**src/inc/lsg_pkg.sv**
```systemverilog
// Purpose: shared constants for the luma sharpness/gamma filter block
// Assumes: 32-bit AXI4-Lite register bus, 8-bit registers in low bits
// Notes: register index times four gives the byte address
package lsg_pkg;
  // register indices as printed; byte address is index * 4
  localparam logic [7:0] IDX_PLL_SETUP = 8'h09;
  localparam logic [7:0] IDX_GAIN_PAIR = 8'h10;
  localparam logic [7:0] IDX_CP_LOW = 8'h11;
  localparam logic [7:0] IDX_CP_MID = 8'h12;
  localparam logic [7:0] IDX_CP_HIGH = 8'h13;
  localparam logic [7:0] IDX_GAMMA_FIRST = 8'h14;
  localparam logic [7:0] IDX_GAMMA_LAST = 8'h21;
  localparam logic [7:0] IDX_EDGE_GAIN_S = 8'h22;
  localparam logic [7:0] IDX_EDGE_GAIN_M = 8'h23;
  localparam logic [7:0] IDX_EDGE_GAIN_L = 8'h24;
  localparam logic [7:0] IDX_THR_S = 8'h25;
  localparam logic [7:0] IDX_THR_M = 8'h26;
  localparam logic [7:0] IDX_THR_L = 8'h27;
  localparam logic [7:0] IDX_CTRL = 8'h28;
  localparam logic [7:0] IDX_STATUS = 8'h29;
  // control register bit positions
  localparam int CTRL_SHARP_EN = 0;
  localparam int CTRL_ADAPT_EN = 1;
  localparam int CTRL_SUBMODE = 2;
  localparam int CTRL_CURVE_SEL = 3;
  localparam int CTRL_GAMMA_EN = 4;
  localparam int CTRL_CP_EN = 5;
  localparam int CTRL_INTERP_EN = 6;
  localparam int CTRL_WIDTH = 7;
  // reset values and fixed figures
  localparam logic [7:0] REG_RESET = 8'h00;
  localparam logic [7:0] PLL_SETUP_VALUE = 8'h3E;
  localparam logic [3:0] CP_HIGH_MASK = 4'hF;
  localparam int GAMMA_POINTS = 14;
  localparam int CURVE_POINTS = 7;
  // fixed curve anchors (input 0,16,240,255 pass through)
  localparam logic [7:0] GAMMA_LO_IN = 8'h10;
  localparam logic [7:0] GAMMA_HI_IN = 8'hF0;
  // gain A used when the adaptive sub-mode is the single-filter one
  localparam logic [3:0] FIXED_GAIN_A = 4'h0;
  // copy-protection insertion line
  localparam logic [9:0] CP_LINE = 10'h029;
  // axi response codes
  localparam logic [1:0] RESP_OKAY = 2'b00;
  localparam logic [1:0] RESP_SLVERR = 2'b10;
  typedef enum logic [1:0] {
    LSG_BAND_BASE,
    LSG_BAND_SMALL,
    LSG_BAND_MEDIUM,
    LSG_BAND_LARGE
  } lsg_band_e;
endpackage : lsg_pkg

```
**src/lsg_filter.sv**
```systemverilog
// Purpose: luma sharpness, adaptive edge and gamma datapath with registers
// Assumes: aclk is the pixel clock; one luma sample per cycle when valid
// Notes: registers over AXI4-Lite; 8-bit data in low bits, rest read zero
//
// The AXI4-Lite interface to the registers was left to the implementer.
`timescale 1ns/1ns
module lsg_filter
  import lsg_pkg::*;
(
  input wire logic aclk,
  input wire logic aresetn,
  input wire logic [31:0] s_axi_awaddr,
  input wire logic s_axi_awvalid,
  output logic s_axi_awready,
  input wire logic [31:0] s_axi_wdata,
  input wire logic [3:0] s_axi_wstrb,
  input wire logic s_axi_wvalid,
  output logic s_axi_wready,
  output logic [1:0] s_axi_bresp,
  output logic s_axi_bvalid,
  input wire logic s_axi_bready,
  input wire logic [31:0] s_axi_araddr,
  input wire logic s_axi_arvalid,
  output logic s_axi_arready,
  output logic [31:0] s_axi_rdata,
  output logic [1:0] s_axi_rresp,
  output logic s_axi_rvalid,
  input wire logic s_axi_rready,
  input wire logic pix_valid,
  input wire logic [7:0] luma_in,
  input wire logic [7:0] cr_in,
  input wire logic [7:0] cb_in,
  input wire logic [9:0] line_num,
  output logic pix_valid_out,
  output logic [7:0] luma_out,
  output logic [7:0] cr_out,
  output logic [7:0] cb_out,
  output logic cp_insert,
  output logic [19:0] cp_word,
  output logic interp_en
);
  // register storage
  logic [7:0] pll_setup_r, gain_pair_r, cp_low_r, cp_mid_r;
  logic [3:0] cp_high_r;
  logic [7:0] gamma_r [GAMMA_POINTS];
  logic [7:0] edge_gain_r [3];
  logic [7:0] thr_r [3];
  logic [CTRL_WIDTH-1:0] ctrl_r;
  logic [7:0] wr_idx_r;
  logic aw_held_r, w_held_r;
  logic [7:0] w_data_r;
  logic w_lane_r;

  // word index from byte address
  function automatic logic [7:0] word_idx(input logic [31:0] a);
    return a[9:2];
  endfunction : word_idx

  // decode of a mapped index, used for read and write
  function automatic logic mapped(input logic [7:0] i);
    return (i == IDX_PLL_SETUP) || (i >= IDX_GAIN_PAIR && i <= IDX_STATUS);
  endfunction : mapped

  // write channel capture: address and data taken in either order
  logic wr_go;
  assign wr_go = aw_held_r && w_held_r && !s_axi_bvalid;
  always_ff @(posedge aclk) begin
    if (!aresetn) begin
      aw_held_r <= 1'b0;
      w_held_r <= 1'b0;
      wr_idx_r <= 8'h00;
      w_data_r <= 8'h00;
      w_lane_r <= 1'b0;
      s_axi_awready <= 1'b0;
      s_axi_wready <= 1'b0;
      s_axi_bvalid <= 1'b0;
      s_axi_bresp <= RESP_OKAY;
    end else begin
      s_axi_awready <= !aw_held_r && !s_axi_awready && s_axi_awvalid;
      s_axi_wready <= !w_held_r && !s_axi_wready && s_axi_wvalid;
      if (s_axi_awvalid && s_axi_awready) begin
        aw_held_r <= 1'b1;
        wr_idx_r <= word_idx(s_axi_awaddr);
      end
      if (s_axi_wvalid && s_axi_wready) begin
        w_held_r <= 1'b1;
        w_data_r <= s_axi_wdata[7:0];
        w_lane_r <= s_axi_wstrb[0];
      end
      if (wr_go) begin
        aw_held_r <= 1'b0;
        w_held_r <= 1'b0;
        s_axi_bvalid <= 1'b1;
        s_axi_bresp <= mapped(wr_idx_r) ? RESP_OKAY : RESP_SLVERR;
      end else if (s_axi_bvalid && s_axi_bready) begin
        s_axi_bvalid <= 1'b0;
      end
    end
  end

  // register writes; only byte lane 0 carries data
  logic do_wr;
  assign do_wr = wr_go && w_lane_r;
  always_ff @(posedge aclk) begin
    if (!aresetn) begin
      pll_setup_r <= REG_RESET;
      gain_pair_r <= REG_RESET;
      cp_low_r <= REG_RESET;
      cp_mid_r <= REG_RESET;
      cp_high_r <= 4'h0;
      ctrl_r <= '0;
      for (int i = 0; i < GAMMA_POINTS; i++) gamma_r[i] <= REG_RESET;
      for (int i = 0; i < 3; i++) begin
        edge_gain_r[i] <= REG_RESET;
        thr_r[i] <= REG_RESET;
      end
    end else if (do_wr) begin
      case (wr_idx_r)
        IDX_PLL_SETUP: pll_setup_r <= w_data_r;
        IDX_GAIN_PAIR: gain_pair_r <= w_data_r;
        IDX_CP_LOW: cp_low_r <= w_data_r;
        IDX_CP_MID: cp_mid_r <= w_data_r;
        IDX_CP_HIGH: cp_high_r <= w_data_r[3:0] & CP_HIGH_MASK;
        IDX_CTRL: ctrl_r <= w_data_r[CTRL_WIDTH-1:0];
        default: begin
          if (wr_idx_r >= IDX_GAMMA_FIRST && wr_idx_r <= IDX_GAMMA_LAST)
            gamma_r[4'(wr_idx_r - IDX_GAMMA_FIRST)] <= w_data_r;
          else if (wr_idx_r >= IDX_EDGE_GAIN_S && wr_idx_r <= IDX_EDGE_GAIN_L)
            edge_gain_r[2'(wr_idx_r - IDX_EDGE_GAIN_S)] <= w_data_r;
          else if (wr_idx_r >= IDX_THR_S && wr_idx_r <= IDX_THR_L)
            thr_r[2'(wr_idx_r - IDX_THR_S)] <= w_data_r;
        end
      endcase
    end
  end

  // interpolation enable is gated until the pll setup value is present
  always_ff @(posedge aclk) begin
    if (!aresetn) interp_en <= 1'b0;
    else interp_en <= ctrl_r[CTRL_INTERP_EN] &&
                      pll_setup_r == PLL_SETUP_VALUE;
  end

  // read channel: one cycle after the address is taken
  logic [7:0] rd_val;
  lsg_band_e band_r;
  always_comb begin
    rd_val = 8'h00;
    case (word_idx(s_axi_araddr))
      IDX_PLL_SETUP: rd_val = pll_setup_r;
      IDX_GAIN_PAIR: rd_val = gain_pair_r;
      IDX_CP_LOW: rd_val = cp_low_r;
      IDX_CP_MID: rd_val = cp_mid_r;
      IDX_CP_HIGH: rd_val = {4'h0, cp_high_r};
      IDX_CTRL: rd_val = {1'b0, ctrl_r};
      IDX_STATUS: rd_val = {6'h00, band_r};
      default: begin
        if (word_idx(s_axi_araddr) >= IDX_GAMMA_FIRST &&
            word_idx(s_axi_araddr) <= IDX_GAMMA_LAST)
          rd_val = gamma_r[4'(word_idx(s_axi_araddr) - IDX_GAMMA_FIRST)];
        else if (word_idx(s_axi_araddr) >= IDX_EDGE_GAIN_S &&
                 word_idx(s_axi_araddr) <= IDX_EDGE_GAIN_L)
          rd_val = edge_gain_r[2'(word_idx(s_axi_araddr) - IDX_EDGE_GAIN_S)];
        else if (word_idx(s_axi_araddr) >= IDX_THR_S &&
                 word_idx(s_axi_araddr) <= IDX_THR_L)
          rd_val = thr_r[2'(word_idx(s_axi_araddr) - IDX_THR_S)];
      end
    endcase
  end
  always_ff @(posedge aclk) begin
    if (!aresetn) begin
      s_axi_arready <= 1'b0;
      s_axi_rvalid <= 1'b0;
      s_axi_rdata <= 32'h0000_0000;
      s_axi_rresp <= RESP_OKAY;
    end else begin
      s_axi_arready <= !s_axi_rvalid && !s_axi_arready && s_axi_arvalid;
      if (s_axi_arvalid && s_axi_arready) begin
        s_axi_rvalid <= 1'b1;
        s_axi_rdata <= {24'h00_0000, rd_val};
        s_axi_rresp <= mapped(word_idx(s_axi_araddr)) ? RESP_OKAY
                                                     : RESP_SLVERR;
      end else if (s_axi_rvalid && s_axi_rready) begin
        s_axi_rvalid <= 1'b0;
      end
    end
  end

  // stage 1: registered absolute derivative of neighbouring luma
  logic [7:0] luma_prev_r, deriv_r, luma1_r, luma2_r, cr1_r, cb1_r;
  logic [7:0] cr2_r, cb2_r, luma_old_r;
  logic v1_r, v2_r;
  always_ff @(posedge aclk) begin
    if (!aresetn) begin
      luma_prev_r <= 8'h00;
      deriv_r <= 8'h00;
      luma1_r <= 8'h00;
      luma_old_r <= 8'h00;
      cr1_r <= 8'h00;
      cb1_r <= 8'h00;
      v1_r <= 1'b0;
    end else begin
      v1_r <= pix_valid;
      if (pix_valid) begin
        luma_prev_r <= luma_in;
        luma1_r <= luma_in;
        luma_old_r <= luma1_r; // sample before luma1_r, for the high-pass
        cr1_r <= cr_in;
        cb1_r <= cb_in;
        deriv_r <= (luma_in > luma_prev_r) ? luma_in - luma_prev_r
                                           : luma_prev_r - luma_in;
      end
    end
  end

  // band select: derivative against thresholds, C over B over A
  lsg_band_e band;
  logic adapt_on;
  assign adapt_on = ctrl_r[CTRL_SHARP_EN] && ctrl_r[CTRL_ADAPT_EN];
  always_comb begin
    band = LSG_BAND_BASE;
    if (adapt_on) begin
      if (deriv_r > thr_r[2]) band = LSG_BAND_LARGE;
      else if (deriv_r > thr_r[1]) band = LSG_BAND_MEDIUM;
      else if (deriv_r > thr_r[0]) band = LSG_BAND_SMALL;
    end
  end

  // one gain register active; low nibble fixed when adaptive and not cascaded
  logic [7:0] gsel;
  logic signed [3:0] gain_a, gain_b;
  always_comb begin
    case (band)
      LSG_BAND_SMALL: gsel = edge_gain_r[0];
      LSG_BAND_MEDIUM: gsel = edge_gain_r[1];
      LSG_BAND_LARGE: gsel = edge_gain_r[2];
      default: gsel = gain_pair_r;
    endcase
    gain_b = gsel[7:4];
    gain_a = gsel[3:0];
    if (adapt_on && !ctrl_r[CTRL_SUBMODE])
      gain_a = FIXED_GAIN_A;
  end

  // stage 2: filter A (high-pass) and filter B (band term) scaled by gains
  logic signed [10:0] hp, lp;
  logic signed [14:0] acc;
  logic [7:0] sharp_y;
  always_comb begin
    hp = 11'(signed'({3'b000, luma1_r})) -
         11'(signed'({3'b000, luma_old_r}));
    lp = 11'(signed'({3'b000, deriv_r}));
    acc = 15'(signed'({3'b000, luma1_r})) <<< 3;
    if (ctrl_r[CTRL_SHARP_EN]) begin
      if (!adapt_on || ctrl_r[CTRL_SUBMODE])
        acc = acc + 15'(hp) * 15'(gain_a);
      acc = acc + 15'(hp) * 15'(gain_b) - ((15'(lp) * 15'(gain_b)) >>> 2);
    end
    acc = acc >>> 3;
    sharp_y = acc < 0 ? 8'h00 : (acc > 15'sd255 ? 8'hFF : acc[7:0]);
  end
  always_ff @(posedge aclk) begin
    if (!aresetn) begin
      luma2_r <= 8'h00;
      cr2_r <= 8'h00;
      cb2_r <= 8'h00;
      v2_r <= 1'b0;
      band_r <= LSG_BAND_BASE;
    end else begin
      v2_r <= v1_r;
      band_r <= band;
      luma2_r <= sharp_y;
      cr2_r <= cr1_r;
      cb2_r <= cb1_r;
    end
  end

  // stage 3: gamma by piecewise linear interpolation
  logic [7:0] gy, x0, y0, y1;
  logic [8:0] span;
  logic [16:0] prod;
  logic [2:0] seg;
  always_comb begin
    seg = luma2_r[7:5];
    x0 = {seg, 5'b0_0000};
    y0 = (seg == 3'd0) ? GAMMA_LO_IN :
         gamma_r[{ctrl_r[CTRL_CURVE_SEL] ? 4'd7 : 4'd0} + 4'(seg - 3'd1)];
    y1 = (seg == 3'd7) ? GAMMA_HI_IN :
         gamma_r[{ctrl_r[CTRL_CURVE_SEL] ? 4'd7 : 4'd0} + 4'(seg)];
    span = (seg == 3'd0) ? 9'd16 : ((seg == 3'd7) ? 9'd16 : 9'd32);
    if (seg == 3'd0) x0 = GAMMA_LO_IN;
    prod = 17'(signed'({1'b0, y1}) - signed'({1'b0, y0})) *
           17'(luma2_r - x0);
    gy = 8'(9'(y0) + 9'(signed'(prod) / signed'(17'(span))));
    if (luma2_r <= GAMMA_LO_IN || luma2_r >= GAMMA_HI_IN)
      gy = luma2_r;
  end
  always_ff @(posedge aclk) begin
    if (!aresetn) begin
      luma_out <= 8'h00;
      cr_out <= 8'h00;
      cb_out <= 8'h00;
      pix_valid_out <= 1'b0;
    end else begin
      pix_valid_out <= v2_r;
      luma_out <= ctrl_r[CTRL_GAMMA_EN] ? gy : luma2_r;
      cr_out <= cr2_r;
      cb_out <= cb2_r;
    end
  end

  // copy-protect word on its line
  always_ff @(posedge aclk) begin
    if (!aresetn) begin
      cp_insert <= 1'b0;
      cp_word <= 20'h0_0000;
    end else begin
      cp_insert <= ctrl_r[CTRL_CP_EN] && line_num == CP_LINE;
      cp_word <= {cp_high_r, cp_mid_r, cp_low_r};
    end
  end

  // checks
  property p_cp_line;
    @(posedge aclk) disable iff (!aresetn)
      (ctrl_r[CTRL_CP_EN] && line_num == CP_LINE) |=> cp_insert;
  endproperty
  a_cp_line: assert property (p_cp_line) else $error("cp not inserted");
  property p_band_large;
    @(posedge aclk) disable iff (!aresetn)
      (adapt_on && deriv_r > thr_r[2]) |=> band_r == LSG_BAND_LARGE;
  endproperty
  a_band_large: assert property (p_band_large) else $error("band C");
  property p_band_base;
    @(posedge aclk) disable iff (!aresetn)
      !adapt_on |=> band_r == LSG_BAND_BASE;
  endproperty
  a_band_base: assert property (p_band_base) else $error("band base");
  property p_chroma;
    @(posedge aclk) disable iff (!aresetn)
      v1_r |=> ##1 cr_out == $past(cr1_r, 2);
  endproperty
  a_chroma: assert property (p_chroma) else $error("chroma changed");
  property p_bypass;
    @(posedge aclk) disable iff (!aresetn)
      !ctrl_r[CTRL_GAMMA_EN] |=> luma_out == $past(luma2_r);
  endproperty
  a_bypass: assert property (p_bypass) else $error("no bypass");
  property p_fixed;
    @(posedge aclk) disable iff (!aresetn)
      luma2_r >= GAMMA_HI_IN |=> luma_out == $past(luma2_r);
  endproperty
  a_fixed: assert property (p_fixed) else $error("fixed point");
  property p_cp_high;
    @(posedge aclk) disable iff (!aresetn)
      (s_axi_arvalid && s_axi_arready &&
       word_idx(s_axi_araddr) == IDX_CP_HIGH) |=> s_axi_rdata[7:4] == 4'h0;
  endproperty
  a_cp_high: assert property (p_cp_high) else $error("upper bits");
  property p_wresp;
    @(posedge aclk) disable iff (!aresetn)
      (s_axi_bvalid && !s_axi_bready) |=> s_axi_bvalid;
  endproperty
  a_wresp: assert property (p_wresp) else $error("bresp");
  c_adapt: cover property (@(posedge aclk) band_r == LSG_BAND_MEDIUM);
  c_gamma: cover property (@(posedge aclk) ctrl_r[CTRL_GAMMA_EN] && v2_r);
  c_cp: cover property (@(posedge aclk) cp_insert);
endmodule : lsg_filter

```
**config.mk**
```make
export PLATFORM = sky130hd
export DESIGN_NAME = lsg_filter
export DESIGN_NICKNAME = d
export VERILOG_FILES = /design/src/inc/lsg_pkg.sv /design/src/lsg_filter.sv
export SDC_FILE = /design/constraint.sdc
export NUM_CORES = 1
export LEC_CHECK = 0
export BUFFER_PORTS_ARGS = -buffer_cell sky130_fd_sc_hd__buf_2
export CAP_MARGIN = 20
export CORE_UTILIZATION = 45
export CTS_CLUSTER_DIAMETER = 150
export DETAILED_ROUTE_END_ITERATION = 10
export GPL_ROUTABILITY_DRIVEN = 0
export GPL_TIMING_DRIVEN = 0
export PLACE_DENSITY_LB_ADDON = 0.15
export SLEW_MARGIN = 20
export SYNTH_ARGS = -nofsm -noshare
export SYNTH_HDL_FRONTEND = slang
export SYNTH_SLANG_ARGS = --single-unit
```
**constraint.sdc**
```tcl
create_clock -name aclk -period 28.4 [get_ports aclk]
set_input_delay 5.68 -clock aclk [delete_from_list [all_inputs] [get_ports aclk]]
set_output_delay 5.68 -clock aclk [all_outputs]
set_load 0.02 [all_outputs]
```
# After elaboration in Yosys (flattened, before gate mapping)
# Memory sizes are Yosys's and may differ from the RTL's.
# Index checks and enable logic that the tools add are counted.
# word_totals
ff_bits,194
latch_bits,0
mem_bits_rw,160
rom_bits,0
output_inout_bits,88
elab_cells,218
memories,3
# memory_table
memory,words,word_bits,rd,rd_ports_with_merged_regs,write_ports,line_no,rtl
gamma_r,14,8,3,0,14,lsg_filter.sv:45,logic [7:0] gamma_r [GAMMA_POINTS];
edge_gain_r,3,8,4,0,3,lsg_filter.sv:46,logic [7:0] edge_gain_r [3];
thr_r,3,8,4,0,3,lsg_filter.sv:47,logic [7:0] thr_r [3];
# op_classes
add_sub_neg,18
multipliers,4
n_div,1
n_lt_le_gt_ge,24
eq_ne,19
shift,0
muxes,57
bitwise_logic,1
n_reduce_logical,54
# op_table
op,count
$mux W8,13
$eq A8 B5 Y1 const B,8
$le A8 B6 Y1 const B,8
$pmux W8 S7,1
$mux W15,3
$mul A9 B4 Y13,3
$eq A8 B6 Y1 const B,4
$ge A8 B5 Y1 const B,4
$ge A8 B6 Y1 const B,4
$gt A8 B8 Y1,4
$mux W1,27
$sub A8 B8 Y9,3
$logic_and A1 B1 Y1,26
$pmux W8 S3,1
$reduce_or A8 Y1,3
$div A17 B10 Y17,1
$mul A9 B9 Y17,1
$eq A8 B4 Y1 const B,2
$sub A8 B8 Y8,2
$add A15 B13 Y15,1
$sub A15 B11 Y15,1
$add A12 B13 Y14,1
$mux W2,7
$gt A12 B9 Y1 const B,1
25 further kinds,49

# Logic depth before layout (Yosys ltp)
# Gate-level depths: netlist of run 1.
# An unclocked memory read counts as a cell.
# logic_depth
depth_word,18
ltp_mapped,149
mapped_depth_nobuf,143

# Least setup slack after synthesis of run 1
# No wires, ideal clock.
# synth_path
kind,flip-flop to flip-flop
start,reg ctrl_r[3]
end,reg luma_out[7]
arrival_time_ns,30.899
required_ns,28.274
setup_slack_ns,-2.625
path_stages_with_launch,141
n_path_buf,9
synth_period_minus_slack_ns,31.025
path_cell_list,dfxtp_1 inv_1 ha_1 inv_1 ha_1 buf_1 buf_1 mux4_2 mux4_2 and2_1 ha_1 fa_1 nand2b_1 o2bb2ai_1 nand2b_1 a21o_1 xor2_1 nand2_1 (+105 left out) nor4_1 nand3_1 a221oi_1 ha_1 nand2_1 o21ai_0 ha_1 a21o_1 a21o_1 a21o_1 a21oi_1 o21bai_1 a21oi_1 xor2_1 xnor2_1 nand2_1 nor4_1 nor3_1
# synth_via
elab_chain_cells,10
# synth_rtl
item,line_no,rtl
from (decl),lsg_filter.sv:48,logic [CTRL_WIDTH-1:0] ctrl_r;
from (signal assigned),lsg_filter.sv:124,IDX_CTRL: ctrl_r <= w_data_r[CTRL_WIDTH-1:0];
$mux W3 (*),"lsg_filter.sv:287, lsg_filter.sv:289",
$add A4 B4 Y4 / $add A3 B3 Y4 (equally long branches),"lsg_filter.sv:287, lsg_filter.sv:289",
$mem_v2 Z14 W8 (*),n/a,
"$mux W8, on equally long branches","lsg_filter.sv:286, lsg_filter.sv:288",
$sub A8 B8 Y9,lsg_filter.sv:292,"prod = 17'(signed'({1'b0, y1}) - signed'({1'b0, y0})) *"
$mul A9 B9 Y17,lsg_filter.sv:292,
$div A17 B10 Y17,lsg_filter.sv:294,gy = 8'(9'(y0) + 9'(signed'(prod) / signed'(17'(span))));
$add A8 B8 Y8 (*),lsg_filter.sv:294,
$mux W8 (*),lsg_filter.sv:295,if (luma2_r <= GAMMA_LO_IN || luma2_r >= GAMMA_HI_IN)
$mux W8 (*),lsg_filter.sv:306,luma_out <= ctrl_r[CTRL_GAMMA_EN] ? gy : luma2_r;
to (signal assigned),lsg_filter.sv:306,
to (decl),lsg_filter.sv:35,"output logic [7:0] luma_out,"
# Mark *: on every way between the ends. The rest lies on a longest branch, timed or not.
# A chain may end at the register's enable or synchronous reset.

# Worst setup path after layout of run 1
# Ends and elaborated chain as after synthesis.

==> results.yml, run 1 <==
setup_path:
  path_class: "reg -> reg"
  arrival_ps: 28940
  critPathLaunchType: "flip-flop"
  cp_data_required_time_ps: 28890
  critPathMaxStageDelay_ps: 590
  crit_path_end_kind: "flip-flop"
  worstPathMaxFanout: 7
  crit_top_cell: "ha_1"
  cp_slowest_cell: "fa_1"
synth:
  syn_inst: 3073
  async_reset_ff_frac: 0
  synth_area_leader_cell: "edfxtp_1"
  avgSynthCellArea_um2: 10.1
  synthFlopType: "edfxtp_1"
  ys_seq_area_frac: 0.309
  synth_cell_type_count: 104
  netlist_area_mm2: 0.0311
  yosysMostFrequentCell: "inv_1"
  synth_edf_count: 192
  yosys-top-cells-count: "inv_1 (269), nand2_1 (235), and2_1 (230)"
  ys_ff_latch: 384
  synth_area_leaders: "edfxtp_1 (19%), dfxtp_1 (12%), fa_1 (10%)"
  yosys_warnings: 0
  yosys.area.top_type_share: 0.185
floorplan:
  die_w_um: 265
  row_count: 96
  start_util: 0.454
  dieHeight_um: 265
  ioPinCount: 230
  coreArea_mm2: 0.0685
  dieArea_mm2: 0.0702
sta:
  finalHoldViolations: 0
  max_slew.worst_pin.slew_ps: 1170
  slew_viol_final: 0
  setup_violations: 1
  max_freq_mhz: 35.1
  rsz0062_at_grt: "true"
  period_share: 1.00
  fin_crit_ps: 28450
  setup_ws_ps: -50.0
  finalClockSkew_ps: 27.0
  slew-limit-headroom: 0.219
placement:
  dp_cells: 4139
  dp_hpwl_mm: 71.5
  io_buffer_count: 125
  pre_cts_ws_ps: -4560
cells_and_area:
  area_growth_pct: 18.6
  drive_gt1_frac: 0.217
  layout.cells.non_filler: 4365
  seq_area_mm2: 0.00962
  fillers: 6011
  final_nets: 3971
  fin_util: 0.539
  multi_input_area_mm2: 0.0211
global_routing:
  grt_first_pass_wirelength_mm: 144
  antenna_found_initial: 0
  overflow: 0
  grt_pass1_vias: 25400
  grt_max_degree: 15
  track_usage: 0.264
route:
  drtAntennaViolNets: 0
  wl_per_cell_um: 21.6
  drt-vias-per-instance: 5.77
  wirelength_mm: 94.2
  drc: 0
  drt_iter0_drc: 2046
  firstDrtPassIters: 9
  dr_total_vias: 25200
clock_tree:
  cts_tree: "done"
  postCtsHoldBufs: 0
  cts_max_level: 2
  cts_buffers: 41
  clk_latency_ps: 590
  root_buffer: "clkbuf_16"
  clkSinkCount: 384
  clk_pin_slew_ps: 60
  clockBufferDepth: 3
hold_path:
  hp-class: "reg -> reg"
job:
  cap_violations: 0
run_status:
  violations: "negative setup slack"
  status: "complete, but fails checks"
-- flip-flops by register name (all words and copies together) (netlist names), 8 cells and up --
signal	flops
s_axi_rdata	8
luma_out	8
luma_old_r	8
edge_gain_r	32
cb1_r	8
cr1_r	8
pll_setup_r	8
wr_idx_r	8
cr_out	8
cp_mid_r	8
cp_word	20
thr_r	32
cb2_r	8
luma2_r	8
cp_low_r	8
gain_pair_r	8
deriv_r	8
cr2_r	8
gamma_r	128
cb_out	8
w_data_r	8
luma1_r	8
-- per-stage QoR --
stage	cell area (um2)	hold slack, ps	TNS, ps
final	36900	431	-50.0
after detailed placement	33400	417	-27810
after global routing	36900	444	-2940
after CTS	35700	431	-52.9
after floorplan	31600	412	0
after global placement	33300	414	-23970
-- placed cells by master, fill, tap and decap left out, drive strengths merged, types with 18 or more instances in the layout --
cell,Yosys,routed
mux4,129,129
or2,28,28
edfxtp,192,192
nand2,235,235
nor3,38,38
and2,233,233
nor2b,49,49
a21oi,128,128
nand2b,53,53
nor2,228,228
o21ai,98,98
dfxtp,192,192
fa,162,162
a211oi,26,26
xor2,38,38
conb,2,59
xnor2,68,68
ha,218,218
o21bai,18,18
nand3,48,48
mux2i,107,107
buf,50,330
a21o,37,37
a31oi,26,26
and3,32,32
clkbuf,107,165
o21a,30,30
inv,269,272
-- cells by family after synthesis --
| kind of cell | Yosys count | share of synthesized area |
|---|---|---|
| mux | 253 | 0.134 |
| xor+xnor | 108 | 0.0316 |
| fa+ha+maj | 381 | 0.192 |
| buf+inv | 426 | 0.0553 |
| compound gates | 483 | 0.103 |
| other cells | 2 | 0.000241 |
| simple gates | 1036 | 0.174 |
| flops | 384 | 0.309 |
-- path summary, 6_finish.rpt --
path / start / to / slack, ps / depth (start not counted)
setup / recovery: ctrl_r[3]$_SDFFE_PN0P_ / luma_out[7]$_SDFF_PN0_ / -50 / 137
hold / removal: cr2_r[3]$_SDFF_PN0_ / cr_out[3]$_SDFF_PN0_ / 430 / 1
setup reg to reg: ctrl_r[3]$_SDFFE_PN0P_ / luma_out[7]$_SDFF_PN0_ / -50 / 137
hold reg to reg: cr2_r[3]$_SDFF_PN0_ / cr_out[3]$_SDFF_PN0_ / 430 / 1
-- worst max-delay path, delay by kind of cell, from the launching register on --
kind | cells | cell delay [ps]
fa+ha+maj | 24 | 7580
buf+inv | 12 | 1360
xor+xnor | 3 | 620
flops | 1 | 430
mux | 14 | 4130
simple gates | 46 | 8310
compound gates | 38 | 5770
-- repair_timing --
action	CTS	global route
cloned	0	1
pin swaps	52	103
resized for setup	95	137
setup buffers	81	70
endpoints found under the setup margin	8	8
-- final cells by class --
type,instances,share of cell area
diodes,1,0.0000678
plain buffers,152,0.0237
clock buffers,62,0.0322
clock inverters,14,0.00417
inverters,269,0.0276
multi-input cells,2320,0.571
flip-flops and latches,384,0.261
well taps,882,0.0299
repair buffers,281,0.0503
-- per-layer routing --
metal	track usage	wire, um
met5	0	0
met2	0.441	44700
met1	0.350	38900
met3	0.0335	6570
met4	0.102	4000
Power of run 1 is not shown: default switching activity piles up to over one toggle a cycle in this logic, so the estimate is an artifact.
==> run 2: changes to the inputs <==
--- a/config.mk
+++ b/config.mk
@@ -8,6 +8,7 @@
 export BUFFER_PORTS_ARGS = -buffer_cell sky130_fd_sc_hd__buf_2
 export CAP_MARGIN = 20
 export CORE_UTILIZATION = 45
+export CTS_BUF_LIST = sky130_fd_sc_hd__clkbuf_4
 export CTS_CLUSTER_DIAMETER = 150
 export DETAILED_ROUTE_END_ITERATION = 10
 export GPL_ROUTABILITY_DRIVEN = 0
==> run 2 against run 1 <==
The flow now finishes without violations. Final cell count increased by 2.2%. Sequential cell count stayed put. Non-clock buffer count down 4. First-iteration DRC count is 4.5% lower. Wire length grew 0.45%. Die area is the same. Utilization is 0.16 points lower. Largest cell class unchanged.
==> results.yml, run 2 (synthesis results as in run 1) <==
cells_and_area:
  multi_input_area_mm2: 0.0211
  final_nets: 4022
  fillers: 6085
  seq_area_mm2: 0.00962
  reg_top3: "gamma_r x128, edge_gain_r x32, thr_r x32"
  largest_register: "gamma_r"
  mostFrequentLayoutCell: "inv_1"
  layout_common_cells: "inv_1 (262), and2_1 (228), nand2_1 (225)"
  drive_gt1_frac: 0.236
  largest_reg_flops: 128
  area_growth_pct: 18.3
floorplan:
  ioPinCount: 230
  dieHeight_um: 265
  die_w_um: 265
  row_count: 96
  start_util: 0.454
  dieArea_mm2: 0.0702
  coreArea_mm2: 0.0685
clock_tree:
  root_buffer: "clkbuf_4"
  clk_pin_slew_ps: 70
  cts_max_level: 3
  clk_latency_ps: 890
  clockBufferDepth: 3
  clkSinkCount: 384
  cts_buffers: 96
  cts_tree: "done"
placement:
  dp_hpwl_mm: 71.5
  io_buffer_count: 125
global_routing:
  grt_first_pass_wirelength_mm: 145
  track_usage: 0.267
  antenna_found_initial: 4
  overflow: 0
  grt_pass1_vias: 25900
  grt_max_degree: 15
setup_path:
  startpoint: "ctrl_r[3]$_SDFFE_PN0P_"
  cp_data_required_time_ps: 29150
  cp_slowest_cell: "fa_1"
  crit_top_cell: "ha_4"
  endpoint: "luma_out[7]$_SDFF_PN0_"
  worstPathMaxFanout: 7
  regToRegSetupSlack_ps: 210
  critPathMaxStageDelay_ps: 590
  arrival_ps: 28940
  critPathLaunchType: "flip-flop"
  crit_path_end_kind: "flip-flop"
  rr_worst_depth: 137
  r2r-end: "luma_out[7]$_SDFF_PN0_"
  path_class: "reg -> reg"
  r2r-start: "ctrl_r[3]$_SDFFE_PN0P_"
hold_path:
  hp-class: "reg -> reg"
route:
  drt_iter0_drc: 1953
  firstDrtPassIters: 7
  wl_per_cell_um: 21.2
  wirelength_mm: 94.6
  drtAntennaViolNets: 0
  drc: 0
  met2_length_mm: 44.6
  drt-vias-per-instance: 5.73
  dr_total_vias: 25600
  highest_layer: "met5"
  dr_wl_met3_mm: 6.75
  wl_met1_mm: 39.1
sta:
  slew-limit-headroom: 0.235
  setup_violations: 0
  rsz0062_at_grt: "true"
  finalClockSkew_ps: 67.7
  period_share: 0.993
  max_freq_mhz: 35.5
  finalHoldViolations: 0
  max_slew.worst_pin.slew_ps: 1150
  fin_crit_ps: 28190
  slew_viol_final: 0
  hold_slack_ps: 417
job:
  cap_violations: 0
run_status:
  status: "finished, final reports clean"
## run 2: worst min path at each step
stage                                   start                   end  slack (ps)  cells after the start
final                     cr2_r[3]$_SDFF_PN0_  cr_out[3]$_SDFF_PN0_         420                      1
after global routing      cb2_r[2]$_SDFF_PN0_  cb_out[2]$_SDFF_PN0_         430                      1
after CTS                 cr2_r[3]$_SDFF_PN0_  cr_out[3]$_SDFF_PN0_         420                      1
after detailed placement  cr2_r[3]$_SDFF_PN0_  cr_out[3]$_SDFF_PN0_         420                      1
after global placement    cr2_r[2]$_SDFF_PN0_  cr_out[2]$_SDFF_PN0_         410                      1
after floorplan           cb2_r[0]$_SDFF_PN0_  cb_out[0]$_SDFF_PN0_         410                      1
## run 2: area by class of cell
type                            instances  area share
Timing Repair Buffer                  277      0.0507
Tap cell                              882      0.0300
Clock buffer                          145      0.0296
Antenna cell                            5    0.000340
Clock inverter                         29     0.00347
Sequential cell                       384       0.261
Multi-Input combinational cell       2320       0.573
Buffer                                152      0.0237
Inverter                              269      0.0277
## run 2: timing repair
item	in CTS	in global routing
gates resized for setup	102	130
gates cloned	0	2
buffers inserted	81	67
endpoints found under the setup margin	8	8
hold buffers	0	0
pin swaps	53	98
## run 2: critical path: cells and delay by family (launching register included)
| kind | cells | cell delay (ps) |
|---|---|---|
| muxes | 14 | 4190 |
| DFF | 1 | 430 |
| xor gates and xnor gates | 3 | 620 |
| and+or+nand+nor | 47 | 8010 |
| AOI/OAI and AO/OA | 37 | 5860 |
| buffers and inverters | 12 | 1420 |
| adders and majority gates | 24 | 7470 |
## run 2: layer usage
| metal | vias up | GRT usage |
|---|---|---|
| li1 | 11700 | - |
| met4 | 2 | 0.106 |
| met5 | - | 0 |
| met2 | 1019 | 0.442 |
| met3 | 272 | 0.0461 |
| met1 | 12600 | 0.346 |
## run 2: through the flow
stage	util	std cells	TNS, ps	instance area [um2]	setup WS (ps)
2_1_floorplan	-	3130	0	31600	26.9
3_3_place_gp	0.487	4137	-23970	33300	-4070
3_5_place_dp	0.487	4139	-27810	33400	-4560
4_1_cts	0.520	4391	-17.7	35600	-17.7
5_1_grt	0.537	4461	-2320	36800	-1030
6_report	0.537	4463	0	36800	209
Power of run 2 is left out for the same reason.
==> run 3: changes to the inputs <==
--- a/config.mk
+++ b/config.mk
@@ -14,7 +14,7 @@
 export GPL_ROUTABILITY_DRIVEN = 0
 export GPL_TIMING_DRIVEN = 0
 export PLACE_DENSITY_LB_ADDON = 0.15
-export SLEW_MARGIN = 20
+export RECOVER_POWER = 50
 export SYNTH_ARGS = -nofsm -noshare
 export SYNTH_HDL_FRONTEND = slang
 export SYNTH_SLANG_ARGS = --single-unit
==> constraint.sdc (replaced) <==
create_clock -name aclk -period 34.9 [get_ports aclk]
set_input_delay 6.98 -clock aclk [delete_from_list [all_inputs] [get_ports aclk]]
set_output_delay 6.98 -clock aclk [all_outputs]
set_load 0.02 [all_outputs]
==> run 3 against run 2 <==
Utilization shrank 3.0 points. Critical path type unchanged. Critical path depth rose by 3. Clock skew is 25 ps higher. Die area unchanged.
==> results.yml, run 3 (synthesis results as in run 1) <==
cells_and_area:
  multi_input_area_mm2: 0.0202
  final_nets: 3900
  mostFrequentLayoutCell: "inv_1"
  largest_reg_flops: 128
  reg_top3: "gamma_r x128, edge_gain_r x32, thr_r x32"
  fin_util: 0.507
  design_area_mm2: 0.0347
  layout_common_cells: "inv_1 (269), nand2_1 (234), nor2_1 (221)"
  area_growth_pct: 11.6
  fillers: 6378
  seq_area_mm2: 0.00961
  drive_gt1_frac: 0.153
  largest_register: "gamma_r"
floorplan:
  die_w_um: 265
  coreArea_mm2: 0.0685
  start_util: 0.454
  dieHeight_um: 265
  dieArea_mm2: 0.0702
  row_count: 96
  ioPinCount: 230
sta:
  max_freq_mhz: 30.5
  slew_viol_final: 0
  setup_violations: 0
  finalHoldViolations: 0
  fin_crit_ps: 32820
  max_slew.worst_pin.slew_ps: 1160
  finalClockSkew_ps: 93.0
  slew-limit-headroom: 0.224
  period_share: 0.940
route:
  wl_per_cell_um: 21.2
  drt-vias-per-instance: 5.72
  wirelength_mm: 92.1
  firstDrtPassIters: 6
  drc: 0
  drtAntennaViolNets: 0
  dr_total_vias: 24800
  drt_iter0_drc: 2188
global_routing:
  grt_first_pass_wirelength_mm: 143
  grt_max_degree: 18
  antenna_found_initial: 4
  grtUsageMet2: 0.428
  use_met1: 0.351
  grt_pass1_vias: 25000
  track_usage: 0.263
  top_usage_layer: "met2"
  overflow: 0
  grt_use_met3: 0.0392
clock_tree:
  clk_latency_ps: 910
  root_buffer: "clkbuf_4"
  clk_pin_slew_ps: 70
  cts_max_level: 3
  clockBufferDepth: 3
  cts_tree: "done"
  clkSinkCount: 384
  cts_buffers: 97
  postCtsHoldBufs: 0
setup_path:
  arrival_ps: 33540
  regToRegSetupSlack_ps: 2080
  critPathMaxStageDelay_ps: 650
  crit_path_end_kind: "flip-flop"
  crit_top_cell: "ha_1"
  cp_data_required_time_ps: 35630
  cp_num_buf_inv: 13
  critPathLaunchType: "flip-flop"
  path_class: "reg -> reg"
  cp_top_family: "simple AND/OR/NAND/NOR gates"
  cp_slowest_cell: "fa_1"
  worstPathMaxFanout: 10
placement:
  dp_hpwl_mm: 72.1
  place_area_mm2: 0.0331
  io_buffer_count: 125
hold_path:
  hp-class: "reg -> reg"
job:
  cap_violations: 0
run_status:
  status: "finished, final reports clean"
[run 3: changes by cell type in the layout (fill, tap and decap cells not counted), moves of 9 or more]
cell / delta
a21oi_1: +10
ha_1: +23
nor2_1: +11
o21ai_1: -10
o21ai_0: +18
buf_2: -51
nand2_2: -9
and2_1: -41
ha_4: -20
clkbuf_1: +66
nand2_1: +9
and2_0: +43
buf_4: -121
[run 3: routing by layer]
metal	routed length (um)	vias to the layer above
li1	-	11400
met1	39100	12200
met2	42800	998
met3	6490	221
met4	3690	2
met5	13	-
[run 3: worst paths after layout]
path,from,end,depth (start not counted)
max,ctrl_r[3]$_SDFFE_PN0P_,luma_out[7]$_SDFF_PN0_,140
min,cb2_r[2]$_SDFF_PN0_,cb_out[2]$_SDFF_PN0_,1
max reg2reg,ctrl_r[3]$_SDFFE_PN0P_,luma_out[7]$_SDFF_PN0_,140
min reg2reg,cb2_r[2]$_SDFF_PN0_,cb_out[2]$_SDFF_PN0_,1
[run 3: worst reg2reg max path: cells and delay by family (launching register included)]
| kind | cells | cell delay (ps) |
|---|---|---|
| buffers and inverters | 13 | 2140 |
| flip-flops | 1 | 430 |
| AO/OA/AOI/OAI | 41 | 7750 |
| XOR/XNOR | 3 | 510 |
| multiplexers | 13 | 3710 |
| AND/OR/NAND/NOR | 46 | 9580 |
| adder cells (fa/ha/maj) | 24 | 8560 |
[run 3: layout make-up]
class	instances	area share
Tap cell	882	0.0318
Clock inverter	34	0.00620
Multi-Input combinational cell	2320	0.583
Antenna cell	3	0.000216
Timing Repair Buffer	150	0.0209
Clock buffer	141	0.0305
Sequential cell	384	0.277
Inverter	269	0.0291
Buffer	156	0.0218
[run 3: repair_timing]
item,4_1_cts,5_1_grt
pin swaps,1,7
setup endpoints to repair,8,8
resized for setup,38,51
setup buffers,1,11
endpoints found under the hold margin,0,0
[run 3: stage by stage]
step	cells	setup slack [ps]	hold WS, ps	TNS, ps
2_1_floorplan	3130	3870	412	0
3_3_place_gp	4137	-1660	416	-4580
3_5_place_dp	4145	-2300	421	-8960
4_1_cts	4320	33.8	436	0
5_1_grt	4337	-103	444	-103
6_report	4339	2080	436	0
Power of run 3 is left out for the same reason.
